==> config.mk <==
export PLATFORM = sky130hd
export DESIGN_NAME = legacy_io_coproc_glue
export DESIGN_NICKNAME = d
export VERILOG_FILES = /design/src/hw/glue_pkg.sv /design/src/hw/legacy_io_coproc_glue.sv
export VERILOG_INCLUDE_DIRS = /design/src /design/src/hw
export SDC_FILE = /design/constraint.sdc
export NUM_CORES = 1
export LEC_CHECK = 0
export BUFFER_PORTS_ARGS = -buffer_cell sky130_fd_sc_hd__buf_2
export CORE_MARGIN = 8
export CORE_UTILIZATION = 54
export DETAILED_ROUTE_END_ITERATION = 10
export HOLD_SLACK_MARGIN = 0.15
export PLACE_DENSITY = 0.79
export SLEW_MARGIN = 10
export SYNTH_ARGS = -nofsm -noshare
export SYNTH_HDL_FRONTEND = slang
export SYNTH_SLANG_ARGS = --single-unit
==> constraint.sdc <==
create_clock -name clk -period 2.1 [get_ports clk]
set_input_delay 0.315 -clock clk [delete_from_list [all_inputs] [get_ports clk]]
set_output_delay 0.315 -clock clk [all_outputs]
set_load 0.02 [all_outputs]
==> src/hw/glue_consts.svh <==
`ifndef GLUE_CONSTS_SVH
`define GLUE_CONSTS_SVH

// i/o port addresses
`define PORT_KBD_DATA        10'h060
`define PORT_SYS_CTRL        10'h061
`define PORT_KBD_CMD         10'h064
`define PORT_NMI_MASK        10'h070
`define PORT_CFG_INDEX       10'h022
`define PORT_CFG_DATA        10'h023
`define PORT_COPROC_CLEAR    10'h0F0

// configuration index and fields
`define CFG_MIRROR_INDEX     8'h21
`define CFG_MIRROR_MSB       7
`define CFG_MIRROR_LSB       4
`define CFG_FAST_RESET_BIT   6

// keyboard controller commands
`define KBD_CMD_WRITE_OUTPUT 8'hD1
`define KBD_CMD_PULSE_RESET  8'hFE

// port 61h fields
`define SYS_TIMER2_GATE      0
`define SYS_SPEAKER_EN       1
`define SYS_PARITY_EN        2
`define SYS_CHANNEL_EN       3
`define SYS_CTRL_RESET       4'h0

// port 60h status fields
`define KBD_STAT_RESET       0
`define KBD_STAT_A20         1

// nmi_mask_port fields
`define NMI_MASK_BIT         7
`define NMI_MASK_RESET       1'b1

// timing
`define CLK_PERIOD_NS        50
`define RESET_DELAY_NS       2000
`define RESET_PULSE_NS       6000
`define RESET_DELAY_CYCLES   (`RESET_DELAY_NS / `CLK_PERIOD_NS)
`define RESET_PULSE_CYCLES   (`RESET_PULSE_NS / `CLK_PERIOD_NS)

`endif

==> src/hw/glue_pkg.sv <==
package glue_pkg;

  typedef struct packed {
    logic [9:0] addr;
    logic       read_n;
    logic       write_n;
    logic [7:0] data;
  } io_req_type;

  typedef enum logic [2:0] {
    RST_IDLE  = 3'b001,
    RST_DELAY = 3'b010,
    RST_PULSE = 3'b100
  } reset_state_type;

endpackage

==> src/hw/legacy_io_coproc_glue.sv <==
// Behaviour
// - busy output latches coprocessor busy or error
// - busy toggles from toggle input without coprocessor
// - active-high coprocessor interrupt for line 13
// - error output follows input until ROM select
// - speaker data is timer2 and enable bit
// - emulation only while fast input high
// - D1h then data to 60h sets gate
// - gate output reproduces keyboard controller gate
// - port 60h read: reset bit0, gate bit1
// - FEh to 64h pulses emulated cpu reset
// - reset pulse shaped like controller reset
// - config bit6 immediate, otherwise 2us delay
// - port 61h bits 0-3 rw, 4-7 status
// - config mirrored_config_index write-only, high nibble used
`timescale 1ns/10ps
`include "glue_consts.svh"

module legacy_io_coproc_glue (
  input  wire logic                  clk,
  input  wire logic                  reset_n,
  input  wire glue_pkg::io_req_type  ioReq,
  output logic [7:0]                 ioReadData,
  output logic                       ioReadOe,
  input  wire logic                  coprocErrorIn_n,
  input  wire logic                  coprocBusyIn_n,
  input  wire logic                  busyToggleCtl_n,
  input  wire logic                  resetPhase4_n,
  input  wire logic                  biosRomSelect_n,
  input  wire logic                  timer2Output,
  input  wire logic                  channelCheckIn_n,
  input  wire logic                  parityCheckEnableIn_n,
  input  wire logic                  memParityError,
  input  wire logic                  refreshActive_n,
  input  wire logic                  emulationEnable,
  output logic                       cpuBusyOut_n,
  output logic                       cpuErrorOut_n,
  output logic                       coprocResetOut,
  output logic                       coprocIrqOut,
  output logic                       nmiOut,
  output logic                       speakerDataOut,
  output logic                       timer2GateOut,
  output logic                       addr20GateOut,
  output logic                       emulatedCpuResetOut_n,
  output logic                       kbdCtrlSelect_n
);
  import glue_pkg::*;

  localparam logic [7:0] DelayCycles = 8'(`RESET_DELAY_CYCLES);
  localparam logic [7:0] PulseCycles = 8'(`RESET_PULSE_CYCLES);

  logic            rstMeta_reg;
  logic            rstSync_reg;
  logic            rst_n;
  logic            writePrev_reg;
  logic            wrStrobe;
  logic            rdActive;
  logic [3:0]      sysCtrl_reg;
  logic            parityLatch_reg;
  logic            channelLatch_reg;
  logic            refreshToggle_reg;
  logic            refreshPrev_reg;
  logic            nmiMask_reg;
  logic [7:0]      cfgIndex_reg;
  logic [3:0]      cfgMirror_reg;
  logic            cmdPending_reg;
  logic            a20_reg;
  reset_state_type rstState_reg;
  reset_state_type rstState_next;
  logic [7:0]      rstCount_reg;
  logic [7:0]      rstCount_next;
  logic            busyLatch_reg;
  logic            errLatch_reg;
  logic            togglePrev_reg;
  logic            errWindow_reg;
  logic [7:0]      readData_next;
  logic            fastResetReq;

  // reset: asynchronous assert, synchronous release
  always_ff @(posedge clk or negedge reset_n)
  begin
    if (!reset_n)
    begin
      rstMeta_reg <= 1'b0;
      rstSync_reg <= 1'b0;
    end
    else
    begin
      rstMeta_reg <= 1'b1;
      rstSync_reg <= rstMeta_reg;
    end
  end
  assign rst_n = rstSync_reg;

  // one write strobe per i/o write command
  always_ff @(posedge clk or negedge rst_n)
  begin
    if (!rst_n)
      writePrev_reg <= 1'b1;
    else
      writePrev_reg <= ioReq.write_n;
  end
  assign wrStrobe = writePrev_reg && !ioReq.write_n;
  assign rdActive = !ioReq.read_n;

  function automatic logic wrTo(input logic [9:0] a);
    wrTo = wrStrobe && (ioReq.addr == a);
  endfunction

  // port 61h control bits
  always_ff @(posedge clk or negedge rst_n)
  begin
    if (!rst_n)
      sysCtrl_reg <= `SYS_CTRL_RESET;
    else if (wrTo(`PORT_SYS_CTRL))
      sysCtrl_reg <= ioReq.data[3:0];
  end

  // status latches; held clear while their port 61h enable bit is 0, and events latch only while it is 1
  always_ff @(posedge clk or negedge rst_n)
  begin
    if (!rst_n)
      parityLatch_reg <= 1'b0;
    else if (memParityError && !parityCheckEnableIn_n
             && sysCtrl_reg[`SYS_PARITY_EN])
      parityLatch_reg <= 1'b1;
    else if (!sysCtrl_reg[`SYS_PARITY_EN])
      parityLatch_reg <= 1'b0;
  end

  always_ff @(posedge clk or negedge rst_n)
  begin
    if (!rst_n)
      channelLatch_reg <= 1'b0;
    else if (!channelCheckIn_n && sysCtrl_reg[`SYS_CHANNEL_EN])
      channelLatch_reg <= 1'b1;
    else if (!sysCtrl_reg[`SYS_CHANNEL_EN])
      channelLatch_reg <= 1'b0;
  end

  // refresh detect flips once per refresh cycle
  always_ff @(posedge clk or negedge rst_n)
  begin
    if (!rst_n)
    begin
      refreshPrev_reg   <= 1'b1;
      refreshToggle_reg <= 1'b0;
    end
    else
    begin
      refreshPrev_reg <= refreshActive_n;
      if (refreshPrev_reg && !refreshActive_n)
        refreshToggle_reg <= !refreshToggle_reg;
    end
  end

  // nmi_mask_port, nmi masked out of reset so garbage cannot fire it
  always_ff @(posedge clk or negedge rst_n)
  begin
    if (!rst_n)
      nmiMask_reg <= `NMI_MASK_RESET;
    else if (wrTo(`PORT_NMI_MASK))
      nmiMask_reg <= ioReq.data[`NMI_MASK_BIT];
  end

  always_ff @(posedge clk or negedge rst_n)
  begin
    if (!rst_n)
      nmiOut <= 1'b0;
    else
      nmiOut <= !nmiMask_reg && (parityLatch_reg || channelLatch_reg);
  end

  always_ff @(posedge clk or negedge rst_n)
  begin
    if (!rst_n)
    begin
      speakerDataOut <= 1'b0;
      timer2GateOut  <= 1'b0;
    end
    else
    begin
      speakerDataOut <= timer2Output && sysCtrl_reg[`SYS_SPEAKER_EN];
      timer2GateOut  <= sysCtrl_reg[`SYS_TIMER2_GATE];
    end
  end

  // configuration index/data pair; the register itself is write-only
  always_ff @(posedge clk or negedge rst_n)
  begin
    if (!rst_n)
    begin
      cfgIndex_reg  <= 8'h00;
      cfgMirror_reg <= 4'h0;
    end
    else if (wrTo(`PORT_CFG_INDEX))
      cfgIndex_reg <= ioReq.data;
    else if (wrTo(`PORT_CFG_DATA) && cfgIndex_reg == `CFG_MIRROR_INDEX)
      cfgMirror_reg <= ioReq.data[`CFG_MIRROR_MSB:`CFG_MIRROR_LSB];
  end

  // gate A20 emulation: command D1h arms, next data write sets the gate
  always_ff @(posedge clk or negedge rst_n)
  begin
    if (!rst_n)
    begin
      cmdPending_reg <= 1'b0;
      a20_reg        <= 1'b0;
    end
    else if (emulationEnable)
    begin
      if (wrTo(`PORT_KBD_CMD))
        cmdPending_reg <= (ioReq.data == `KBD_CMD_WRITE_OUTPUT);
      else if (wrTo(`PORT_KBD_DATA) && cmdPending_reg)
      begin
        a20_reg        <= ioReq.data[`KBD_STAT_A20];
        cmdPending_reg <= 1'b0;
      end
    end
    else
      cmdPending_reg <= 1'b0;
  end

  always_ff @(posedge clk or negedge rst_n)
  begin
    if (!rst_n)
      addr20GateOut <= 1'b0;
    else
      addr20GateOut <= a20_reg;
  end

  // fast reset sequencer
  assign fastResetReq = emulationEnable && wrTo(`PORT_KBD_CMD)
                        && ioReq.data == `KBD_CMD_PULSE_RESET;

  always_comb
  begin
    rstState_next = rstState_reg;
    rstCount_next = rstCount_reg;
    unique case (rstState_reg)
      RST_IDLE:
      begin
        if (fastResetReq)
        begin
          if (cfgMirror_reg[`CFG_FAST_RESET_BIT - `CFG_MIRROR_LSB])
          begin
            rstState_next = RST_PULSE;
            rstCount_next = PulseCycles - 8'd1;
          end
          else
          begin
            rstState_next = RST_DELAY;
            rstCount_next = DelayCycles - 8'd1;
          end
        end
      end
      RST_DELAY:
      begin
        if (rstCount_reg == 8'd0)
        begin
          rstState_next = RST_PULSE;
          rstCount_next = PulseCycles - 8'd1;
        end
        else
          rstCount_next = rstCount_reg - 8'd1;
      end
      RST_PULSE:
      begin
        if (rstCount_reg == 8'd0)
          rstState_next = RST_IDLE;
        else
          rstCount_next = rstCount_reg - 8'd1;
      end
      default:
      begin
        rstState_next = RST_IDLE;
        rstCount_next = 8'd0;
      end
    endcase
  end

  always_ff @(posedge clk or negedge rst_n)
  begin
    if (!rst_n)
    begin
      rstState_reg <= RST_IDLE;
      rstCount_reg <= 8'd0;
    end
    else
    begin
      rstState_reg <= rstState_next;
      rstCount_reg <= rstCount_next;
    end
  end

  always_ff @(posedge clk or negedge rst_n)
  begin
    if (!rst_n)
      emulatedCpuResetOut_n <= 1'b1;
    else
      emulatedCpuResetOut_n <= !(rstState_next == RST_PULSE);
  end

  // real controller only sees 60h/64h when emulation is off
  always_ff @(posedge clk or negedge rst_n)
  begin
    if (!rst_n)
      kbdCtrlSelect_n <= 1'b1;
    else
      kbdCtrlSelect_n <= !(!emulationEnable
                           && (!ioReq.read_n || !ioReq.write_n)
                           && (ioReq.addr == `PORT_KBD_DATA
                               || ioReq.addr == `PORT_KBD_CMD));
  end

  // coprocessor busy and error latches, cleared by a write to F0h
  always_ff @(posedge clk or negedge rst_n)
  begin
    if (!rst_n)
    begin
      busyLatch_reg  <= 1'b0;
      errLatch_reg   <= 1'b0;
      togglePrev_reg <= 1'b1;
    end
    else
    begin
      togglePrev_reg <= busyToggleCtl_n;
      if (!coprocBusyIn_n || !coprocErrorIn_n)
        busyLatch_reg <= 1'b1;
      else if (togglePrev_reg && !busyToggleCtl_n)
        busyLatch_reg <= !busyLatch_reg;
      else if (wrTo(`PORT_COPROC_CLEAR))
        busyLatch_reg <= 1'b0;
      if (!coprocErrorIn_n)
        errLatch_reg <= 1'b1;
      else if (wrTo(`PORT_COPROC_CLEAR))
        errLatch_reg <= 1'b0;
    end
  end

  // error pass-through window: from reset phase 4 to first ROM select
  always_ff @(posedge clk or negedge rst_n)
  begin
    if (!rst_n)
      errWindow_reg <= 1'b0;
    else if (!resetPhase4_n)
      errWindow_reg <= 1'b1;
    else if (!biosRomSelect_n)
      errWindow_reg <= 1'b0;
  end

  always_ff @(posedge clk or negedge rst_n)
  begin
    if (!rst_n)
    begin
      cpuBusyOut_n   <= 1'b1;
      cpuErrorOut_n  <= 1'b1;
      coprocIrqOut   <= 1'b0;
      coprocResetOut <= 1'b0;
    end
    else
    begin
      cpuBusyOut_n   <= !busyLatch_reg;
      cpuErrorOut_n  <= errWindow_reg ? coprocErrorIn_n : 1'b1;
      coprocIrqOut   <= errLatch_reg;
      coprocResetOut <= !resetPhase4_n;
    end
  end

  // read mux
  always_comb
  begin
    readData_next = 8'h00;
    unique case (ioReq.addr)
      `PORT_SYS_CTRL:
        readData_next = {parityLatch_reg, channelLatch_reg, timer2Output,
                         refreshToggle_reg, sysCtrl_reg};
      `PORT_NMI_MASK:
        readData_next = {nmiMask_reg, 7'h00};
      `PORT_KBD_DATA:
        readData_next = {6'h00, a20_reg, !emulatedCpuResetOut_n};
      default:
        readData_next = 8'h00;
    endcase
  end

  always_ff @(posedge clk or negedge rst_n)
  begin
    if (!rst_n)
    begin
      ioReadData <= 8'h00;
      ioReadOe   <= 1'b0;
    end
    else
    begin
      ioReadData <= readData_next;
      ioReadOe   <= rdActive && (ioReq.addr == `PORT_SYS_CTRL
                     || ioReq.addr == `PORT_NMI_MASK
                     || (emulationEnable
                         && ioReq.addr == `PORT_KBD_DATA));
    end
  end

endmodule // legacy_io_coproc_glue

Word level (Yosys, flattened, before mapping)
Cells that the tools add are included.

Muxes and demuxes: 25. Equality and inequality tests: 21. $add $sub $neg: 1. Bitwise operators: 2. Reduce and logical (&&, ||, !) cells: 50.

Operator list (count): 8-bit case mux with 3 select lines (2); 10-bit by 7-bit == test with 1-bit output, second input constant (4); 8-bit 2-to-1 mux (3); 1-bit logical AND (23); 10-bit by 6-bit == test with 1-bit output, second input constant (2); 8-bit == test, second input constant (2); 1-bit logical NOT (16); 1-bit 2-to-1 mux (14); 3-bit 2-to-1 mux (4); 10-bit by 8-bit == test with 1-bit output, second input constant (1); 3-bit case mux with 3 select lines (1); 8-bit by 6-bit == test with 1-bit output, second input constant (1); 8-bit logical NOT (1); 8-bit by 1-bit subtractor with 8-bit output, second input constant (1); 7-bit 2-to-1 mux (1); 3-bit == test, second input constant (2); 1-bit logical OR (6); 2-bit by 1-bit inequality test with 1-bit output, second input constant (3); 2-bit inequality test, second input constant (3); 2-bit AND reduction (2); 3-bit by 1-bit == test with 1-bit output, second input constant (1); 3-bit by 2-bit == test with 1-bit output, second input constant (1); 3-bit by 1-bit inequality test with 1-bit output, second input constant (1); 3-bit AND reduction (1); other kinds (2) (3).

Register bits: 59. Logic and storage cells: 130. Input port bits: 33.

Longest topological paths before layout
Gate-level depths: netlist of run 1.

Depth after elaboration: 9. Gate-level depth with buffers: 8. Depth with buffers taken out: 7.

Least setup slack after synthesis of run 1
Ideal clock, no wire load.

Path kind: input to register. Start point: input port ioReq[14] (netlist name). End point: register rstCount_reg[0]. Path slack: -323 ps. Path buffers: 1. Stages: 6. Setup time: 125 ps. Data arrival time: 2298 ps. Path through: or4_4 -> or4_1 -> buf_2 -> nor4_4 -> o32ai_2 -> mux2_2.

Longest elaborated chain between the ends: 6.

RTL lines: from (decl) (RTL line legacy_io_coproc_glue.sv:22) `input wire glue_pkg::io_req_type ioReq,`; 10-bit by 7-bit == test with 1-bit output (RTL line legacy_io_coproc_glue.sv:107) `wrTo = wrStrobe && (ioReq.addr == a);`; 1-bit logical AND (RTL line legacy_io_coproc_glue.sv:107); 1-bit logical AND (RTL line legacy_io_coproc_glue.sv:233) `` assign fastResetReq = emulationEnable && wrTo(`PORT_KBD_CMD) ``; 1-bit logical AND (no source line); 2-bit inequality test (no source line); 2-bit AND reduction (no source line); to (signal assigned) (RTL line legacy_io_coproc_glue.sv:292) `rstCount_reg <= rstCount_next;`; to (decl) (RTL line legacy_io_coproc_glue.sv:70) `logic [7:0] rstCount_reg;`.

No other way between the ends. A chain may end at the register's enable or synchronous reset.

Final worst setup path of run 1
Start point: input port ioReq[14] (netlist name). End point: register rstCount_reg[6].

Same word-level chain as after synthesis.

==> summary.md, run 1 <==
| Metric | Value |
|---|---|
| Outcome | completed |
| CP dominant cell by count | or4_4 |
| Post-synth EDFFs | 0 |
| Via count | between 1.5k and 2k |
| Main synth FF type | dfrtp_1 |
| DRC viols | 0 |
| Fmax | 490 MHz |
| Skew-Pair Late Insertion Delay | 320 ps |
| Routed WL | 5720 um |
| Leak | 1.60 nW |
| RSZ-0062 raised after global routing | no |
| Register-to-Register Path Depth | 4 |
| Final Max Tran Viols | 0 |
| Worst-path clk slew | 60 ps |
| Gr ovfl total | 0 |
| Number of global-route vias before repair | around 2.0k |
| Seq cells post-synth | 57 |
| Buf/Inv on CP | 1 |
| DR WL/cell | between 15 and 20 um |
| Final-stage net count | 331 |
| Syn Nets | 246 |
| PD cells | 730 nW/um^2 |
| Htree depth | 3 |
| Detail Route Antenna Nets | 0 |
| Asr flop ratio synth | 100% |
| Sequential area share after synthesis | a little under three fifths |
| Clk_skew | 8.74 ps |
| Fin crit share | between 90% and 100% |
| Sum Neg Setup Slack | 0 ps |
| Syn_area_per_cell | 11.8 sq um |
| CTS sink count | 57 |
| Iter 0 DRT Violations | 86 |
| Largest net degree at the start of global routing | 27 |
| Most frequent cells in the layout | buf_2, dfrtp_1, buf_4 |
| Area of the mapped netlist | 2500 sq um |
| Req. time, crit path | 2300 ps |
| Hold Startpoint | channelCheckIn_n |
| Rel. slew slack | 63.2% |
| Min-Delay Path Class | input pin to flip-flop |
| Slew @ Worst Pin | 552 ps |
| IO buf count | 51 |
| Root Buffer | clkbuf_8 |
| Share of layout cells above drive strength 1 | 42.5% |
| Hold Crit Depth | 2 |
| Filler instances | 309 |
| Min Tclk post-route | 2040 ps |
| Die W | 84.0 um |
| Drt pass-1 iters | 4 |
| Core area | 4410 sq um |
| CTS tree | yes |
| Commonest non-fill, non-tap cell in the layout | buf_2 |
| CP Depth | 6 |
| Crit path max-delay family | simple AND/OR/NAND/NOR gates |
| Crit Path Class | input pin to flip-flop |
| VDD IR-drop max | 0.462 mV |
| DIE HEIGHT | 84.0 um |
| First-pass GRT wire length | 9480 um |
| Worst path slowest cell | or4_4 |
| Worst-path cell chain | buf_2, or4_4, or4_4, nor4_4, o32ai_4, mux2_2 |
| FP Rows | 24 |
| Initial antenna violation count | 0 |
| Syn Inst Count | 211 |
| R2R Path Start | rstCount_reg[4] |
| Area growth syn-to-layout | 31.2% |
| Max-cap check violation count | 0 |
| Via density | between 5 and 6 |
| Antenna diodes | 0 |
| Synth Warn # | 0 |
| GP Congestion | 0.881 |
| Final setup viols | 0 |
| Num CTS Buffers | 9 |
| Distinct cells, synth | 48 |
| CTS max path bufs | 2 |
| Total track usage | 16.8% |
| Worst Setup End Kind | flip-flop |
| CP arrival | 2250 ps |
| Final hold vios | 0 |
| HPWL after DPL | 4280 um |
| Placed cell area | 2960 sq um |
| I/O pins | 52 |
| Hold_ws | 179 ps |
| Initial Util | 56.6% |
| Slowest stage delay, CP | roughly 530 ps |
| Design Area, Final | 3280 sq um |
| CP Launch Point | ioReq[14] |
| Worst Setup Start Kind | input pin |
| Crit path max fanout | 8 |
| Die ar. | 7060 sq um |
[stage by stage]
| step | total power, mW | worst slack [ps] | util [%] | instances |
|---|---|---|---|---|
| 5_1_grt | 2.49 | 7.66 | 74.2 | 353 |
| 3_5_place_dp | 1.27 | -451 | 67.0 | 330 |
| 2_1_floorplan | 1.20 | -323 | - | 211 |
| 6_report | 2.39 | 57.7 | 74.2 | 353 |
| 4_1_cts | 2.41 | 0.815 | 73.6 | 352 |
| 3_3_place_gp | 1.27 | -391 | 67.0 | 330 |
[worst paths after layout]
path	to	slack [ps]
max	rstCount_reg[6]	60
min	channelLatch_reg	180
max reg2reg	rstCount_reg[6]	150
min reg2reg	errLatch_reg	260
max in group asynchronous	kbdCtrlSelect_n	1120
min in group asynchronous	errLatch_reg	260
[power breakdown]
part | leakage (nW) | switching [mW] | internal [mW]
clock | 0.111 | 0.397 | 0.735
sequential | 0.736 | 0.0194 | 1.13
combinational | 0.752 | 0.0579 | 0.0570
total | 1.60 | 0.474 | 1.92
[cell type report]
| type | instances | area (sq um) | share of cell area, % |
|---|---|---|---|
| flip-flops and latches | 57 | 1440 | 43.9 |
| multi-input cells | 140 | 1030 | 31.6 |
| repair buffers | 79 | 480 | 14.7 |
| clock buffers | 14 | 163 | 4.97 |
| well taps | 52 | 65.1 | 1.99 |
| clock inverters | 2 | 60.1 | 1.83 |
| inverters | 9 | 33.8 | 1.03 |
[what timing repair did]
item	in CTS	in global routing
gates resized for setup	1	4
cloned	0	0
endpoints found under the setup margin	8	6
setup buffers	0	1
hold buffers	6	0
hold endpoints to repair	8	0
pin swaps	1	2
[cells by family after synthesis]
group           count (synthesis)  share of synthesized area [%]
buf+inv                        14                           2.15
fa+ha+maj                       2                           1.00
mux                            20                           9.02
flops                          57                           57.6
compound gates                 36                           10.2
xor+xnor                        5                           1.75
other cells                     1                          0.150
simple gates                   76                           18.2
[synth_stat cells, types with 2 or more instances]
cell / number / area (sq um)
xor2_1: 3 / 26.3
nand4_1: 3 / 18.8
ha_1: 2 / 25.0
xnor2_1: 2 / 17.5
inv_1: 9 / 33.8
nor4b_1: 5 / 43.8
and3_1: 2 / 12.5
nor4_1: 4 / 25.0
or4_1: 2 / 15.0
nor2_1: 11 / 41.3
mux2_2: 20 / 225
o21ai_0: 3 / 15.0
nor3b_1: 3 / 22.5
a211oi_1: 2 / 15.0
dfrtp_1: 48 / 1200
a21oi_1: 10 / 50.1
a31oi_1: 2 / 12.5
and2_1: 7 / 43.8
nand2b_1: 8 / 50.1
nand3_1: 4 / 20.0
dfstp_2: 9 / 236
nor3_1: 2 / 10.0
o31ai_1: 4 / 30.0
clkbuf_1: 4 / 15.0
nor2b_1: 4 / 25.0
a22o_1: 2 / 17.5
nand2_1: 14 / 52.6
o21a_1: 2 / 15.0
[layer usage]
layer	vias up	share of wire, %	global-route usage, %
met5	-	0	0
met4	0	0.96	8.32
met3	6	6.4	5.96
met2	57	51	26.9
met1	939	42	19.4
li1	925	-	-
Power figures use the tool's default switching activity.
==> inputs of run 2 (changes only) <==
Settings changed: CORE_MARGIN 8 to 4, RECOVER_POWER from default to 25.
==> summary.md, run 2 (synthesis gave the netlist of run 1 again) <==
| Metric | Value |
|---|---|
| Root Buffer | clkbuf_8 |
| Min Tclk post-route | approximately 2000 ps |
| Initial antenna violation count | 0 |
| Filler instances | 312 |
| Drt pass-1 iters | 4 |
| Die W | about 76 um |
| Core area | 4410 sq um |
| Max-cap check violation count | 0 |
| R2R Path Start | rstCount_reg[0] |
| IO buf count | 51 |
| Clock network fraction of design power | 40.0% |
| Detail Route Antenna Nets | 0 |
| Share of layout cells above drive strength 1 | 41.1% |
| Hold Crit Depth | 2 |
| Gr ovfl total | 0 |
| Final-stage net count | 329 |
| Final Max Tran Viols | 0 |
| Crit path max fanout | 8 |
| FP Rows | 24 |
| FF-to-FF End | rstCount_reg[6] |
| Worst-path clk slew | about 70 ps |
| GP Congestion | 0.899 |
| Area growth syn-to-layout | 27.6% |
| CP dominant cell by count | or4_4 |
| Sum Neg Setup Slack | 0 ps |
| R2r setup slk | 100 ps |
| PD cells | 658 nW/um^2 |
| Largest net degree at the start of global routing | 22 |
| Worst path slowest cell | or4_4 |
| CTS tree | yes |
| Rel. slew slack | 57.6% |
| Iter 0 DRT Violations | 100 |
| HPWL after DPL | 4180 um |
| Total track usage | 20.5% |
| Placed cell area | 2960 sq um |
| CTS max path bufs | 2 |
| Slew @ Worst Pin | 635 ps |
| VDD IR-drop max | ~0.48 mV |
| Register-to-Register Path Depth | 6 |
| Num CTS Buffers | 9 |
| Design Area, Final | ~3200 sq um |
| DIE HEIGHT | 76.0 um |
| Skew-Pair Late Insertion Delay | approximately 330 ps |
| Worst-path cell chain | buf_2, or4_4, or4_4, nor4_4, o32ai_4, mux2_2 |
| Fin crit share | 96.9% |
| Final setup viols | 0 |
| Crit Path Class | input pin to flip-flop |
| DRC viols | 0 |
| Leak | 1.55 nW |
| RSZ-0062 raised after global routing | no |
| Antenna diodes | 0 |
| First-pass GRT wire length | around 9400 um |
| Clk_skew | 7.84 ps |
| Commonest non-fill, non-tap cell in the layout | buf_2 |
| Via density | 5.53 |
| Worst Setup End Kind | flip-flop |
| Final hold vios | 0 |
| Setup repair bufs after CTS | 0 |
| Die ar. | 5780 sq um |
| Min-Delay Path Class | input pin to flip-flop |
| Sw power | 0.500 mW |
| Combinational Power Share | about 5.6% |
| Worst Setup Start Kind | input pin |
| Number of global-route vias before repair | between 1.5k and 2k |
| Worst Hold End | ioReadOe |
| Hold Startpoint | ioReq[9] |
| Initial Util | 56.6% |
| Net Sw Frac | 23.8% |
| Fmax | 492 MHz |
| Via count | 1940 |
| Routed WL | 5640 um |
| Reg power frac | roughly 54% |
| Htree depth | 3 |
| I/O pins | 52 |
| Slowest stage delay, CP | between 500 and 600 ps |
| CP arrival | ~2300 ps |
| Int Power | about 1.6 mW |
| Outcome | completed |
| Most frequent cells in the layout | buf_2, dfrtp_1, buf_4 |
| CTS sink count | 57 |
| DR WL/cell | 16.1 um |
| Req. time, crit path | about 2300 ps |
[run 2: how the worst max path moves through the flow]
stage	cells past startpoint	slack (ps)	startpoint	end
detailed placement	6	-440	ioReq[14]	rstCount_reg[6]
finish	6	70	ioReq[14]	rstCount_reg[6]
floorplan	6	-320	ioReq[14]	rstCount_reg[0]
CTS	6	30	ioReq[14]	rstCount_reg[6]
global route	7	0.7	ioReq[8]	rstCount_reg[4]
global placement	6	-410	ioReq[14]	rstCount_reg[4]
[run 2: timing repair]
item / CTS / global route
endpoints found under the hold margin: 7 / 0
gates resized for setup: 1 / 2
pin swaps: 1 / 1
hold buffers: 5 / 0
setup endpoints to repair: 8 / 5
[run 2: layout make-up]
| type | count | area (sq um) | area share (%) |
|---|---|---|---|
| tap | 52 | 65.1 | 2.04 |
| inverter | 9 | 33.8 | 1.06 |
| multi-input combinational | 140 | 1030 | 32.2 |
| clock inverter | 6 | 35.0 | 1.10 |
| clock buffer | 10 | 128 | 4.00 |
| timing repair buffer | 77 | 460 | 14.4 |
| sequential | 57 | 1440 | 45.1 |
[run 2: stage by stage]
stage                     setup WS, ps  hold WS [ps]  util, %  cells  power (mW)
after floorplan                   -323          19.4        -    211        1.20
after global routing             0.651           155     72.2    351        2.20
final                             65.5           170     72.2    351        2.10
after CTS                         32.1           150     72.1    351        2.12
after global placement            -405           101     67.0    330        1.27
after detailed placement          -439           103     67.0    330        1.27
[run 2: per-layer routing]
layer / share of wire, % / wire length (um) / global-route usage (%)
met1: 43 / 2410 / 25.2
met2: 50 / 2830 / 33.3
met3: 4.7 / 266 / 5.44
met4: 2.4 / 137 / 10.1
met5: 0 / 0 / 0
[run 2: power groups by stage]
stage	clock, mW	sequential [mW]	combinational [mW]
2_1_floorplan	0	1.17	0.0295
3_3_place_gp	0	1.16	0.107
3_5_place_dp	0	1.16	0.110
4_1_cts	0.865	1.14	0.118
5_1_grt	0.927	1.14	0.131
6_report	0.839	1.14	0.118
[run 2: worst max-delay path: cells and delay by family]
kind	cells	cell delay (ps)
buffers and inverters	1	110
and+or+nand+nor	3	1300
muxes	1	320
AOI/OAI and AO/OA	1	210
